`src/verilog/cpr_pkg.sv`:
```
// package: register map, field layout, reset values and carrier types for codec path routing
package cpr_pkg;

  localparam int unsigned CPR_NUM_REGS   = 8;
  localparam int unsigned CPR_SAMPLE_W   = 24;
  localparam int unsigned CPR_WORD_W     = 9;

  // register offsets on the control port
  localparam logic [6:0] CPR_OFS_DAC1_SRC  = 7'h0c;
  localparam logic [6:0] CPR_OFS_PRI_TX    = 7'h0d;
  localparam logic [6:0] CPR_OFS_SEC_TX    = 7'h0e;
  localparam logic [6:0] CPR_OFS_DAC_CTRL1 = 7'h0f;
  localparam logic [6:0] CPR_OFS_DEEMPH    = 7'h11;
  localparam logic [6:0] CPR_OFS_POLARITY  = 7'h12;
  localparam logic [6:0] CPR_OFS_ADC_FUNC  = 7'h1d;
  localparam logic [6:0] CPR_OFS_SPDIF_TX  = 7'h1e;

  // storage slots
  localparam logic [2:0] CPR_IDX_DAC1_SRC  = 3'h0;
  localparam logic [2:0] CPR_IDX_PRI_TX    = 3'h1;
  localparam logic [2:0] CPR_IDX_SEC_TX    = 3'h2;
  localparam logic [2:0] CPR_IDX_DAC_CTRL1 = 3'h3;
  localparam logic [2:0] CPR_IDX_DEEMPH    = 3'h4;
  localparam logic [2:0] CPR_IDX_POLARITY  = 3'h5;
  localparam logic [2:0] CPR_IDX_ADC_FUNC  = 3'h6;
  localparam logic [2:0] CPR_IDX_SPDIF_TX  = 3'h7;

  // reset values
  localparam logic [8:0] CPR_RST_DAC1_SRC  = 9'h180;
  localparam logic [8:0] CPR_RST_PRI_TX    = 9'h080;
  localparam logic [8:0] CPR_RST_SEC_TX    = 9'h000;
  localparam logic [8:0] CPR_RST_DAC_CTRL1 = 9'h000;
  localparam logic [8:0] CPR_RST_DEEMPH    = 9'h000;
  localparam logic [8:0] CPR_RST_POLARITY  = 9'h03f;
  localparam logic [8:0] CPR_RST_ADC_FUNC  = 9'h040;
  localparam logic [8:0] CPR_RST_SPDIF_TX  = 9'h000;

  // field positions
  localparam int unsigned CPR_SRC_LSB        = 7;
  localparam int unsigned CPR_RX2DAC_BIT     = 8;
  localparam int unsigned CPR_DEEMPH_LSB     = 0;
  localparam int unsigned CPR_DEEMPH_ALL_BIT = 4;
  localparam int unsigned CPR_POLARITY_LSB   = 0;
  localparam int unsigned CPR_MUTE_L_BIT     = 0;
  localparam int unsigned CPR_MUTE_R_BIT     = 1;
  localparam int unsigned CPR_MUTE_BOTH_BIT  = 2;
  localparam int unsigned CPR_OSR_BIT        = 3;
  localparam int unsigned CPR_HPD_BIT        = 4;
  localparam int unsigned CPR_SPDIF_SRC_LSB  = 0;
  localparam int unsigned CPR_THROUGH_BIT    = 3;

  // source codes
  localparam logic [1:0] CPR_SRC_SPDIF = 2'h0;
  localparam logic [1:0] CPR_SRC_ADC   = 2'h1;
  localparam logic [1:0] CPR_SRC_SEC   = 2'h2;
  localparam logic [1:0] CPR_SRC_PRI   = 2'h3;

  // master clock ratio codes, and adc oversampling codes
  localparam logic [2:0] CPR_RATIO_128FS = 3'h0;
  localparam logic [2:0] CPR_RATIO_192FS = 3'h1;
  localparam logic [1:0] CPR_OSR_128FS   = 2'h0;
  localparam logic [1:0] CPR_OSR_64FS    = 2'h1;
  localparam logic [1:0] CPR_OSR_32FS    = 2'h2;

  localparam logic [23:0] CPR_SAMPLE_MIN = 24'h800000;
  localparam logic [23:0] CPR_SAMPLE_MAX = 24'h7fffff;

  typedef logic [CPR_NUM_REGS-1:0][CPR_WORD_W-1:0] cpr_words_t;

  localparam cpr_words_t CPR_RST_WORDS = {CPR_RST_SPDIF_TX, CPR_RST_ADC_FUNC,
                                          CPR_RST_POLARITY, CPR_RST_DEEMPH,
                                          CPR_RST_DAC_CTRL1, CPR_RST_SEC_TX,
                                          CPR_RST_PRI_TX, CPR_RST_DAC1_SRC};

  typedef struct packed {
    logic [CPR_SAMPLE_W-1:0] left;
    logic [CPR_SAMPLE_W-1:0] right;
  } cpr_sample_t;

  typedef struct packed {
    logic [1:0] dac1_source_field;
    logic [1:0] primary_tx_source_field;
    logic [1:0] secondary_tx_source_field;
    logic [1:0] spdif_tx_source_field;
    logic       spdif_through;
    logic       receive_to_dac_mode;
    logic [2:0] per_dac_deemph_enable;
    logic       deemph_all_dacs;
    logic [5:0] output_polarity;
    logic       adc_highpass_disable;
    logic       adc_oversample_select;
    logic       adc_left_mute;
    logic       adc_right_mute;
    logic       adc_both_mute;
    logic [2:0][1:0] din_route;
  } cpr_cfg_t;

  // address decode shared by the read and write sides: {hit, slot}
  function automatic logic [3:0] cpr_decode(input logic [6:0] addr);
    case (addr)
      CPR_OFS_DAC1_SRC:  cpr_decode = {1'b1, CPR_IDX_DAC1_SRC};
      CPR_OFS_PRI_TX:    cpr_decode = {1'b1, CPR_IDX_PRI_TX};
      CPR_OFS_SEC_TX:    cpr_decode = {1'b1, CPR_IDX_SEC_TX};
      CPR_OFS_DAC_CTRL1: cpr_decode = {1'b1, CPR_IDX_DAC_CTRL1};
      CPR_OFS_DEEMPH:    cpr_decode = {1'b1, CPR_IDX_DEEMPH};
      CPR_OFS_POLARITY:  cpr_decode = {1'b1, CPR_IDX_POLARITY};
      CPR_OFS_ADC_FUNC:  cpr_decode = {1'b1, CPR_IDX_ADC_FUNC};
      CPR_OFS_SPDIF_TX:  cpr_decode = {1'b1, CPR_IDX_SPDIF_TX};
      default:           cpr_decode = 4'h0;
    endcase
  endfunction

endpackage

```
`src/verilog/cpr_regfile.sv`:
```
// control register storage with registered readback
`timescale 1ns/100ps
module cpr_regfile
  import cpr_pkg::*;
(
  input  wire logic             sys_clk,    // system clock
  input  wire logic             reset_n,    // async reset, active low
  input  wire logic [6:0]       reg_addr,   // register offset
  input  wire logic [8:0]       reg_wdata,  // write data
  input  wire logic             reg_write,  // write strobe
  input  wire logic             reg_read,   // read strobe
  output logic      [8:0]       reg_rdata,  // read data, one cycle after strobe
  output cpr_words_t            words       // all stored words
);

  typedef struct packed {
    cpr_words_t words;
    logic [8:0] rdata;
  } cpr_rf_state_t;

  cpr_rf_state_t s_reg;
  cpr_rf_state_t s_next;
  logic [3:0]    hit;

  assign hit = cpr_decode(reg_addr);

  always_comb begin
    s_next = s_reg;
    // plain read-write storage; unmapped writes are dropped
    if (reg_write && hit[3]) begin
      s_next.words[hit[2:0]] = reg_wdata;
    end
    // a read in the same cycle as a write returns the old word
    if (reg_read) begin
      s_next.rdata = hit[3] ? s_reg.words[hit[2:0]] : 9'h000;
    end
  end

  always_ff @(posedge sys_clk or negedge reset_n) begin
    if (!reset_n) begin
      s_reg <= '{words: CPR_RST_WORDS, rdata: 9'h000};
    end else begin
      s_reg <= s_next;
    end
  end

  assign reg_rdata = s_reg.rdata;
  assign words     = s_reg.words;

endmodule

```
`src/verilog/cpr_top.sv`:
```
// codec path control: de-emphasis, phase, adc functions and digital routing
// Behaviour
// - three per-dac de-emphasis enables, reset zero, bit n drives dac n+1
// - de-emphasis-all bit forces de-emphasis on all three dacs
// - six polarity bits reset ones; a zero inverts that dac output channel
// - adc high-pass active after reset, bypassed while disable bit set
// - adc runs 128fs, or 64fs for 128fs and 192fs master clocks
// - oversample select bit halves the adc rate; clear after reset
// - mute-both bit mutes both adc channels regardless of single bits
// - any of three primary data inputs can be steered to any dac
// - stream steered to dac1 also feeds spdif and secondary transmitters
// - dac1 source: 00 spdif rx, 10 secondary rx, 11 primary rx; reset 11
// - dacs 2 and 3 use primary rx only; may power off on spdif source
// - spdif on dac1: mode clear uses subframe clock, powers down dacs 2 3
// - primary tx source: 00 spdif, 01 adc, 10 secondary rx; reset 01
// - secondary tx source: 00 spdif, 01 adc, 11 primary rx; reset 00
// - spdif tx source: 00 spdif rx, 01 adc, 10 secondary, 11 primary
// - pass-through bit drives spdif pin from input mux instead of transmitter
`timescale 1ns/100ps
module cpr_top
  import cpr_pkg::*;
(
  input  wire logic              sys_clk,                // 20 MHz system clock
  input  wire logic              reset_n,                // async reset, active low
  input  wire logic [6:0]        reg_addr,               // control register offset
  input  wire logic [8:0]        reg_wdata,              // control write data
  input  wire logic              reg_write,              // control write strobe
  input  wire logic              reg_read,               // control read strobe
  output logic      [8:0]        reg_rdata,              // readback data
  input  wire logic [2:0][1:0]   din_route,              // data input chosen per dac
  input  wire logic [2:0]        mclk_ratio_code,        // adc master clock ratio
  input  wire logic              sample_tick,            // one new audio sample
  input  cpr_sample_t [2:0]      pri_rx_sample,          // primary rx, per data input
  input  cpr_sample_t            sec_rx_sample,          // secondary rx sample
  input  cpr_sample_t            spdif_rx_sample,        // spdif receiver sample
  input  cpr_sample_t            adc_sample,             // adc output sample
  input  wire logic              spdif_tx_bit,           // spdif transmitter line
  input  wire logic              spdif_in_mux_bit,       // spdif input mux line
  output cpr_sample_t [2:0]      dac_sample,             // samples to the dacs
  output cpr_sample_t            pri_tx_sample,          // primary tx sample
  output cpr_sample_t            sec_tx_sample,          // secondary tx sample
  output cpr_sample_t            spdif_tx_sample,        // spdif tx sample
  output logic      [2:0]        deemph_enable,          // de-emphasis per dac
  output logic                   adc_highpass_bypass,    // adc high-pass bypassed
  output logic                   adc_mute_left,          // adc left input muted
  output logic                   adc_mute_right,         // adc right input muted
  output logic      [1:0]        adc_osr_code,           // adc oversampling rate
  output logic                   dac23_powerdown,        // dacs 2 and 3 switched off
  output logic                   dac_rate_from_subframe, // dac rate from subframe clock
  output logic                   spdif_output_pin        // spdif output line
);

  typedef struct packed {
    cpr_cfg_t          cfg;
    cpr_sample_t [2:0] dac;
    cpr_sample_t       pri_tx;
    cpr_sample_t       sec_tx;
    cpr_sample_t       spdif_tx;
    logic [2:0]        deemph;
    logic              hpf_bypass;
    logic              mute_l;
    logic              mute_r;
    logic [1:0]        osr;
    logic              dac23_off;
    logic              rate_subframe;
    logic              spdif_pin;
  } cpr_state_t;

  cpr_state_t s_reg;
  cpr_state_t s_next;
  cpr_words_t words;

  cpr_regfile u_regfile (
    .sys_clk   (sys_clk),
    .reset_n   (reset_n),
    .reg_addr  (reg_addr),
    .reg_wdata (reg_wdata),
    .reg_write (reg_write),
    .reg_read  (reg_read),
    .reg_rdata (reg_rdata),
    .words     (words)
  );

  // unpack the stored words into the working settings
  function automatic cpr_cfg_t cfg_from_words(input cpr_words_t w,
                                              input logic [2:0][1:0] rt);
    cpr_cfg_t c;
    c = '0;
    c.dac1_source_field         = w[CPR_IDX_DAC1_SRC][CPR_SRC_LSB+:2];
    c.primary_tx_source_field   = w[CPR_IDX_PRI_TX][CPR_SRC_LSB+:2];
    c.secondary_tx_source_field = w[CPR_IDX_SEC_TX][CPR_SRC_LSB+:2];
    c.spdif_tx_source_field     = w[CPR_IDX_SPDIF_TX][CPR_SPDIF_SRC_LSB+:2];
    c.spdif_through             = w[CPR_IDX_SPDIF_TX][CPR_THROUGH_BIT];
    c.receive_to_dac_mode       = w[CPR_IDX_DAC_CTRL1][CPR_RX2DAC_BIT];
    c.per_dac_deemph_enable     = w[CPR_IDX_DEEMPH][CPR_DEEMPH_LSB+:3];
    c.deemph_all_dacs           = w[CPR_IDX_DEEMPH][CPR_DEEMPH_ALL_BIT];
    c.output_polarity           = w[CPR_IDX_POLARITY][CPR_POLARITY_LSB+:6];
    c.adc_highpass_disable      = w[CPR_IDX_ADC_FUNC][CPR_HPD_BIT];
    c.adc_oversample_select     = w[CPR_IDX_ADC_FUNC][CPR_OSR_BIT];
    c.adc_left_mute             = w[CPR_IDX_ADC_FUNC][CPR_MUTE_L_BIT];
    c.adc_right_mute            = w[CPR_IDX_ADC_FUNC][CPR_MUTE_R_BIT];
    c.adc_both_mute             = w[CPR_IDX_ADC_FUNC][CPR_MUTE_BOTH_BIT];
    c.din_route                 = rt;
    return c;
  endfunction

  // two's complement negate; full-scale negative saturates since +2^23 has no code
  function automatic logic [23:0] invert(input logic [23:0] v);
    if (v == CPR_SAMPLE_MIN) begin
      return CPR_SAMPLE_MAX;
    end
    return ~v + 24'h000001;
  endfunction

  // code 3 names no data input and yields silence
  function automatic cpr_sample_t pick_din(input cpr_sample_t [2:0] pins,
                                           input logic [1:0] sel);
    if (sel == 2'h3) begin
      return '0;
    end
    return pins[sel];
  endfunction

  cpr_cfg_t          c;
  cpr_sample_t [2:0] steered;
  cpr_sample_t [2:0] dac_raw;

  always_comb begin
    s_next  = s_reg;
    c       = cfg_from_words(words, din_route);
    steered = '0;
    dac_raw = '0;
    // the pin follows the settings of the sample in flight, one flop behind the line
    s_next.spdif_pin = s_reg.cfg.spdif_through ? spdif_in_mux_bit : spdif_tx_bit;
    if (sample_tick) begin
      s_next.cfg = c;
      for (int k = 0; k < 3; k++) begin
        steered[k] = pick_din(pri_rx_sample, c.din_route[k]);
      end
      case (c.dac1_source_field)
        CPR_SRC_SPDIF: dac_raw[0] = spdif_rx_sample;
        CPR_SRC_SEC:   dac_raw[0] = sec_rx_sample;
        CPR_SRC_PRI:   dac_raw[0] = steered[0];
        default:       dac_raw[0] = '0;
      endcase
      s_next.dac23_off     = (c.dac1_source_field == CPR_SRC_SPDIF) &&
                             !c.receive_to_dac_mode;
      s_next.rate_subframe = s_next.dac23_off;
      for (int k = 1; k < 3; k++) begin
        dac_raw[k] = s_next.dac23_off ? '0 : steered[k];
      end
      for (int k = 0; k < 3; k++) begin
        s_next.dac[k].left  = c.output_polarity[2*k] ?
                              dac_raw[k].left : invert(dac_raw[k].left);
        s_next.dac[k].right = c.output_polarity[2*k+1] ?
                              dac_raw[k].right : invert(dac_raw[k].right);
      end
      case (c.primary_tx_source_field)
        CPR_SRC_SPDIF: s_next.pri_tx = spdif_rx_sample;
        CPR_SRC_ADC:   s_next.pri_tx = adc_sample;
        CPR_SRC_SEC:   s_next.pri_tx = sec_rx_sample;
        default:       s_next.pri_tx = '0;
      endcase
      case (c.secondary_tx_source_field)
        CPR_SRC_SPDIF: s_next.sec_tx = spdif_rx_sample;
        CPR_SRC_ADC:   s_next.sec_tx = adc_sample;
        CPR_SRC_PRI:   s_next.sec_tx = steered[0];
        default:       s_next.sec_tx = '0;
      endcase
      case (c.spdif_tx_source_field)
        CPR_SRC_SPDIF: s_next.spdif_tx = spdif_rx_sample;
        CPR_SRC_ADC:   s_next.spdif_tx = adc_sample;
        CPR_SRC_SEC:   s_next.spdif_tx = sec_rx_sample;
        CPR_SRC_PRI:   s_next.spdif_tx = steered[0];
        default:       s_next.spdif_tx = '0;
      endcase
      s_next.deemph     = c.deemph_all_dacs ? 3'h7 : c.per_dac_deemph_enable;
      s_next.hpf_bypass = c.adc_highpass_disable;
      s_next.mute_l     = c.adc_left_mute || c.adc_both_mute;
      s_next.mute_r     = c.adc_right_mute || c.adc_both_mute;
      if ((mclk_ratio_code == CPR_RATIO_128FS) || (mclk_ratio_code == CPR_RATIO_192FS)) begin
        s_next.osr = c.adc_oversample_select ? CPR_OSR_32FS : CPR_OSR_64FS;
      end else begin
        s_next.osr = c.adc_oversample_select ? CPR_OSR_64FS : CPR_OSR_128FS;
      end
    end
  end

  always_ff @(posedge sys_clk or negedge reset_n) begin
    if (!reset_n) begin
      s_reg               <= '0;
      s_reg.cfg.dac1_source_field       <= CPR_RST_DAC1_SRC[CPR_SRC_LSB+:2];
      s_reg.cfg.primary_tx_source_field <= CPR_RST_PRI_TX[CPR_SRC_LSB+:2];
      s_reg.cfg.output_polarity         <= CPR_RST_POLARITY[CPR_POLARITY_LSB+:6];
      s_reg.osr           <= CPR_OSR_128FS;
    end else begin
      s_reg <= s_next;
    end
  end

  assign dac_sample             = s_reg.dac;
  assign pri_tx_sample          = s_reg.pri_tx;
  assign sec_tx_sample          = s_reg.sec_tx;
  assign spdif_tx_sample        = s_reg.spdif_tx;
  assign deemph_enable          = s_reg.deemph;
  assign adc_highpass_bypass    = s_reg.hpf_bypass;
  assign adc_mute_left          = s_reg.mute_l;
  assign adc_mute_right         = s_reg.mute_r;
  assign adc_osr_code           = s_reg.osr;
  assign dac23_powerdown        = s_reg.dac23_off;
  assign dac_rate_from_subframe = s_reg.rate_subframe;
  assign spdif_output_pin       = s_reg.spdif_pin;

endmodule

```
`config.mk`:
```
export PLATFORM = sky130hd
export DESIGN_NAME = cpr_top
export DESIGN_NICKNAME = d
export VERILOG_FILES = /design/src/verilog/cpr_pkg.sv /design/src/verilog/cpr_regfile.sv /design/src/verilog/cpr_top.sv
export SDC_FILE = /design/constraint.sdc
export NUM_CORES = 1
export LEC_CHECK = 0
export ABC_AREA = 0
export BUFFER_PORTS_ARGS = -buffer_cell sky130_fd_sc_hd__buf_2
export CORE_AREA = 2 2 243 245
export CTS_BUF_LIST = sky130_fd_sc_hd__clkbuf_8
export DETAILED_ROUTE_END_ITERATION = 6
export DIE_AREA = 0 0 245 247
export PLACE_DENSITY = 0.77
export SYNTH_ARGS = -nofsm -noshare
export SYNTH_HDL_FRONTEND = slang
export SYNTH_HIERARCHICAL = 1
export SYNTH_SLANG_ARGS = --single-unit
```
`constraint.sdc`:
```
create_clock -name sys_clk -period 4.6 [get_ports sys_clk]
set_input_delay 0.92 -clock sys_clk [delete_from_list [all_inputs] [get_ports sys_clk]]
set_output_delay 0.92 -clock sys_clk [all_outputs]
set_load 0.01 [all_outputs]
```
==> load_flow_metrics.sql <==
INSERT INTO impl_metrics (metric_group, metric, value, unit) VALUES
('sta', 'fmax', '0.250', 'GHz'),
('sta', 'fin_hold_ws', '0.228', 'ns'),
('floorplan', 'die_area', '60500', 'um2'),
('power', 'report.power.total', '12.9', 'mW'),
('outcome', 'outcome', 'finished clean', ''),
('power', 'power.share.sequential', '33.4', '%'),
('global_route', 'track_usage', '36.6', '%'),
('setup_path', 'cp.arrival', '4.61', 'ns'),
('cells_and_area', 'layout-area-overhead-vs-synth', '10.6', '%'),
('global_route', 'grt_max_degree', '119', ''),
('cts', 'cts-root-buf', 'sky130_fd_sc_hd__clkbuf_8', ''),
('detailed_routing', 'dr_wl_met3', '12800', 'um'),
('floorplan', 'fp.coreArea', '58200', 'um2'),
('detailed_routing', 'routed-via-count', '27368', ''),
('setup_path', 'critPathBufInv', '3', ''),
('detailed_routing', 'antenna_violating_nets_post_route', '0', ''),
('placed_design', 'routabilityCongestion', '1.02', ''),
('setup_path', 'worst_path_max_delay_cell', 'sky130_fd_sc_hd__dfstp_4', ''),
('cts', 'path_clk_slew', '0.08', 'ns'),
('floorplan', 'number_of_top_level_pins', '628', ''),
('detailed_routing', 'avgRoutedWirePerCell', '26.4', 'um'),
('cells_and_area', 'final_cells', '4346', ''),
('yosys', 'synth_xor_area_share', '2.66', '%'),
('yosys', 'synth_ff_type', 'sky130_fd_sc_hd__dfrtp_1', ''),
('yosys', 'ys_async_sr_fraction', '100', '%'),
('yosys', 'synth_mux_area_share', '17.1', '%'),
('power', 'power.share.clock', '26.1', '%'),
('power', 'ir_drop', '251', 'uV'),
('setup_path', 'crit_path_end_kind', 'flip-flop', ''),
('floorplan', 'std_cell_rows', '89', ''),
('flow_run', 'maxCapViolCount', '0', ''),
('cells_and_area', 'largest_register_ffs', '144', ''),
('sta', 'report.final.slew_viol_count', '0', ''),
('yosys', 'mappedNetlistNets', '3569', ''),
('cts', 'worst_skew_pair_latency', '0.66', 'ns'),
('yosys', 'synth_top_family_by_area', 'compound AO/OA/AOI/OAI gates', ''),
('placed_design', 'portBuffers', '626', ''),
('sta', 'setup_tns', '0', 'ns'),
('power', 'netSwitchingFraction', '41.0', '%'),
('global_route', 'grt_first_pass_wirelength', '165000', 'um'),
('sta', 'finClkSkew', '0.0388', 'ns'),
('global_route', 'vias_in_the_first_global_route', '25384', ''),
('yosys', 'synth-compound-area-share', '21.5', '%'),
('sta', 'final.period_utilization', '87.1', '%'),
('placed_design', 'placed_cell_area', '30600', 'um2'),
('detailed_routing', 'highest_layer', 'met5', ''),
('yosys', 'synth.ff_latch_count', '380', ''),
('detailed_routing', 'drc_errors', '0', ''),
('cts', 'cts.path.max_buffers', '3', ''),
('yosys', 'post_synth_num_cell_types', '96', ''),
('detailed_routing', 'drt_pre_antenna_iters', '7', ''),
('yosys', 'synth-adder-area-share', '0.345', '%'),
('sta', 'worstMarginPinSlew', '1.28', 'ns'),
('detailed_routing', 'wirelength_met1', '42100', 'um'),
('floorplan', 'start_util', '49.8', '%'),
('floorplan', 'die_height', '247', 'um'),
('cts', 'cts_inserted_buffers', '71', ''),
('power', 'intPower', '7.59', 'mW'),
('cts', 'post-cts-setup-buffers', '0', ''),
('setup_path', 'timing.critical_path.cells', 'buf_4 > inv_1 > buf_4 > nor2_1 > a21oi_1 > ha_1 > o211ai_1 > o21ai_0 > nand3_1 > nor3_2 > nand3_1 > nand2_1 > o22a_1', ''),
('cts', 'post_cts_hold_buffer_count', '0', ''),
('yosys', 'synthCells', '3241', ''),
('yosys', 'avgSynthCellArea', '8.94', 'um2'),
('cts', 'tritoncts', 'yes', ''),
('power', 'powerDensity', '401', 'nW/um2'),
('placed_design', 'place_hpwl', '87600', 'um'),
('power', 'p_switching', '5.27', 'mW'),
('yosys', 'synth_warnings', '6', ''),
('yosys', 'syn_std_cell_area', '29000', 'um2'),
('yosys', 'synth-simple-area-share', '13.4', '%'),
('sta', 'setup_violations', '0', '');
final cells by class:
cell class	count	area (um2)	share of cell area, %
flip-flops and latches	380	9540	29.8
clock inverters	34	201	0.628
multi-input cells	2283	16000	49.8
repair buffers	713	3930	12.3
inverters	41	154	0.480
clock buffers	88	1210	3.78
diodes	34	85.1	0.265
well taps	773	967	3.02
synth_stat cells, types with 10 or more instances:
library cell                  n  area, um2
sky130_fd_sc_hd__o32ai_1     12        105
sky130_fd_sc_hd__o221ai_1    11       96.3
sky130_fd_sc_hd__dfrtp_1    370       9260
sky130_fd_sc_hd__mux2_2     127       1430
sky130_fd_sc_hd__clkbuf_1   143        537
sky130_fd_sc_hd__a211oi_1    22        165
sky130_fd_sc_hd__mux2i_1    248       2480
sky130_fd_sc_hd__o31ai_1     13       97.6
sky130_fd_sc_hd__nor2_1     430       1610
sky130_fd_sc_hd__nand4_1     10       62.6
sky130_fd_sc_hd__a2bb2oi_1   36        315
sky130_fd_sc_hd__buf_4      306       2300
sky130_fd_sc_hd__xor2_1      37        324
sky130_fd_sc_hd__a21o_1      15        113
sky130_fd_sc_hd__a22oi_1     21        158
sky130_fd_sc_hd__nand3b_1    15        113
sky130_fd_sc_hd__o21ai_0    129        646
sky130_fd_sc_hd__nand2b_1    11       68.8
sky130_fd_sc_hd__buf_1       24       90.1
sky130_fd_sc_hd__o22a_1      41        359
sky130_fd_sc_hd__xnor2_1     51        447
sky130_fd_sc_hd__and3_1      24        150
sky130_fd_sc_hd__nor3_1      34        170
sky130_fd_sc_hd__dfstp_2     10        263
sky130_fd_sc_hd__buf_2       43        215
sky130_fd_sc_hd__mux4_2      45       1010
sky130_fd_sc_hd__o21a_1      29        218
sky130_fd_sc_hd__buf_6       21        236
sky130_fd_sc_hd__a31oi_1     65        407
sky130_fd_sc_hd__a41oi_1     13        114
sky130_fd_sc_hd__o22ai_1     22        138
sky130_fd_sc_hd__inv_1       40        150
sky130_fd_sc_hd__a21oi_1    351       1760
sky130_fd_sc_hd__o211ai_1    16        120
sky130_fd_sc_hd__o2bb2ai_1   78        683
sky130_fd_sc_hd__nand2_1    129        484
sky130_fd_sc_hd__nor2b_1     14       87.6
sky130_fd_sc_hd__nand3_1     57        285
sky130_fd_sc_hd__and2_1      17        106
cell usage in the layout, fill, tap and decap left out, types with 36 or more instances in the layout:
| cell type | instances |
|---|---|
| sky130_fd_sc_hd__a21oi_1 | 351 |
| sky130_fd_sc_hd__a2bb2oi_1 | 36 |
| sky130_fd_sc_hd__a31oi_1 | 65 |
| sky130_fd_sc_hd__buf_2 | 623 |
| sky130_fd_sc_hd__buf_4 | 78 |
| sky130_fd_sc_hd__clkbuf_8 | 88 |
| sky130_fd_sc_hd__dfrtp_1 | 365 |
| sky130_fd_sc_hd__inv_1 | 59 |
| sky130_fd_sc_hd__mux2_2 | 127 |
| sky130_fd_sc_hd__mux2i_1 | 248 |
| sky130_fd_sc_hd__mux4_2 | 45 |
| sky130_fd_sc_hd__nand2_1 | 129 |
| sky130_fd_sc_hd__nand3_1 | 57 |
| sky130_fd_sc_hd__nor2_1 | 428 |
| sky130_fd_sc_hd__o21ai_0 | 129 |
| sky130_fd_sc_hd__o22a_1 | 41 |
| sky130_fd_sc_hd__o2bb2ai_1 | 78 |
| sky130_fd_sc_hd__xnor2_1 | 51 |
| sky130_fd_sc_hd__xor2_1 | 37 |
logic make-up (layout without fill, tap and decap cells):
logic type                 count (synthesis)  count (layout)
and+or+nand+nor                          819             819
other                                      0              34
xor gates and xnor gates                  88              88
DFF                                      380             380
adders and majority gates                  8               8
AOI/OAI and AO/OA                        945             945
buffers and inverters                    578             876
muxes                                    423             423
worst paths after layout:
kind | endpoint | from | depth (start not counted) | slack [ns]
max | dac_sample[37] | u_regfile/words[7] | 13 | 0.59
min | dac_sample[89] | reset_n | 1 | 0.23
max reg2reg | dac_sample[37] | u_regfile/words[7] | 13 | 0.59
min reg2reg | sec_tx_sample[30] | sec_tx_sample[30] | 1 | 0.47
max in group asynchronous | pri_tx_sample[30] | reset_n | 2 | 3.22
min in group sys_clk | sec_tx_sample[30] | sec_tx_sample[30] | 1 | 0.47
per-stage QoR:
| stage | setup WS (ns) | util [%] |
|---|---|---|
| 2_1_floorplan | 0.634 | - |
| 3_3_place_gp | 0.410 | 52.5 |
| 3_5_place_dp | 0.284 | 52.5 |
| 4_1_cts | 0.659 | 54.9 |
| 5_1_grt | 0.335 | 55.0 |
| 6_report | 0.592 | 55.1 |
power by group through the flow:
stage | clock network [mW] | logic (mW) | registers [mW]
after floorplan | 0 | 3.78 | 4.20
final | 3.36 | 5.20 | 4.30
after detailed placement | 0 | 5.10 | 4.34
after CTS | 3.41 | 5.12 | 4.29
after global routing | 3.56 | 5.57 | 4.35
after global placement | 0 | 5.06 | 4.31
metal layers:
metal	vias to the layer above	GRT usage, %
met5	-	0
met4	14	22.6
met3	424	11.3
met2	1620	57.0
met1	13237	44.4
li1	12073	-
(Power assumes the default switching activity.)
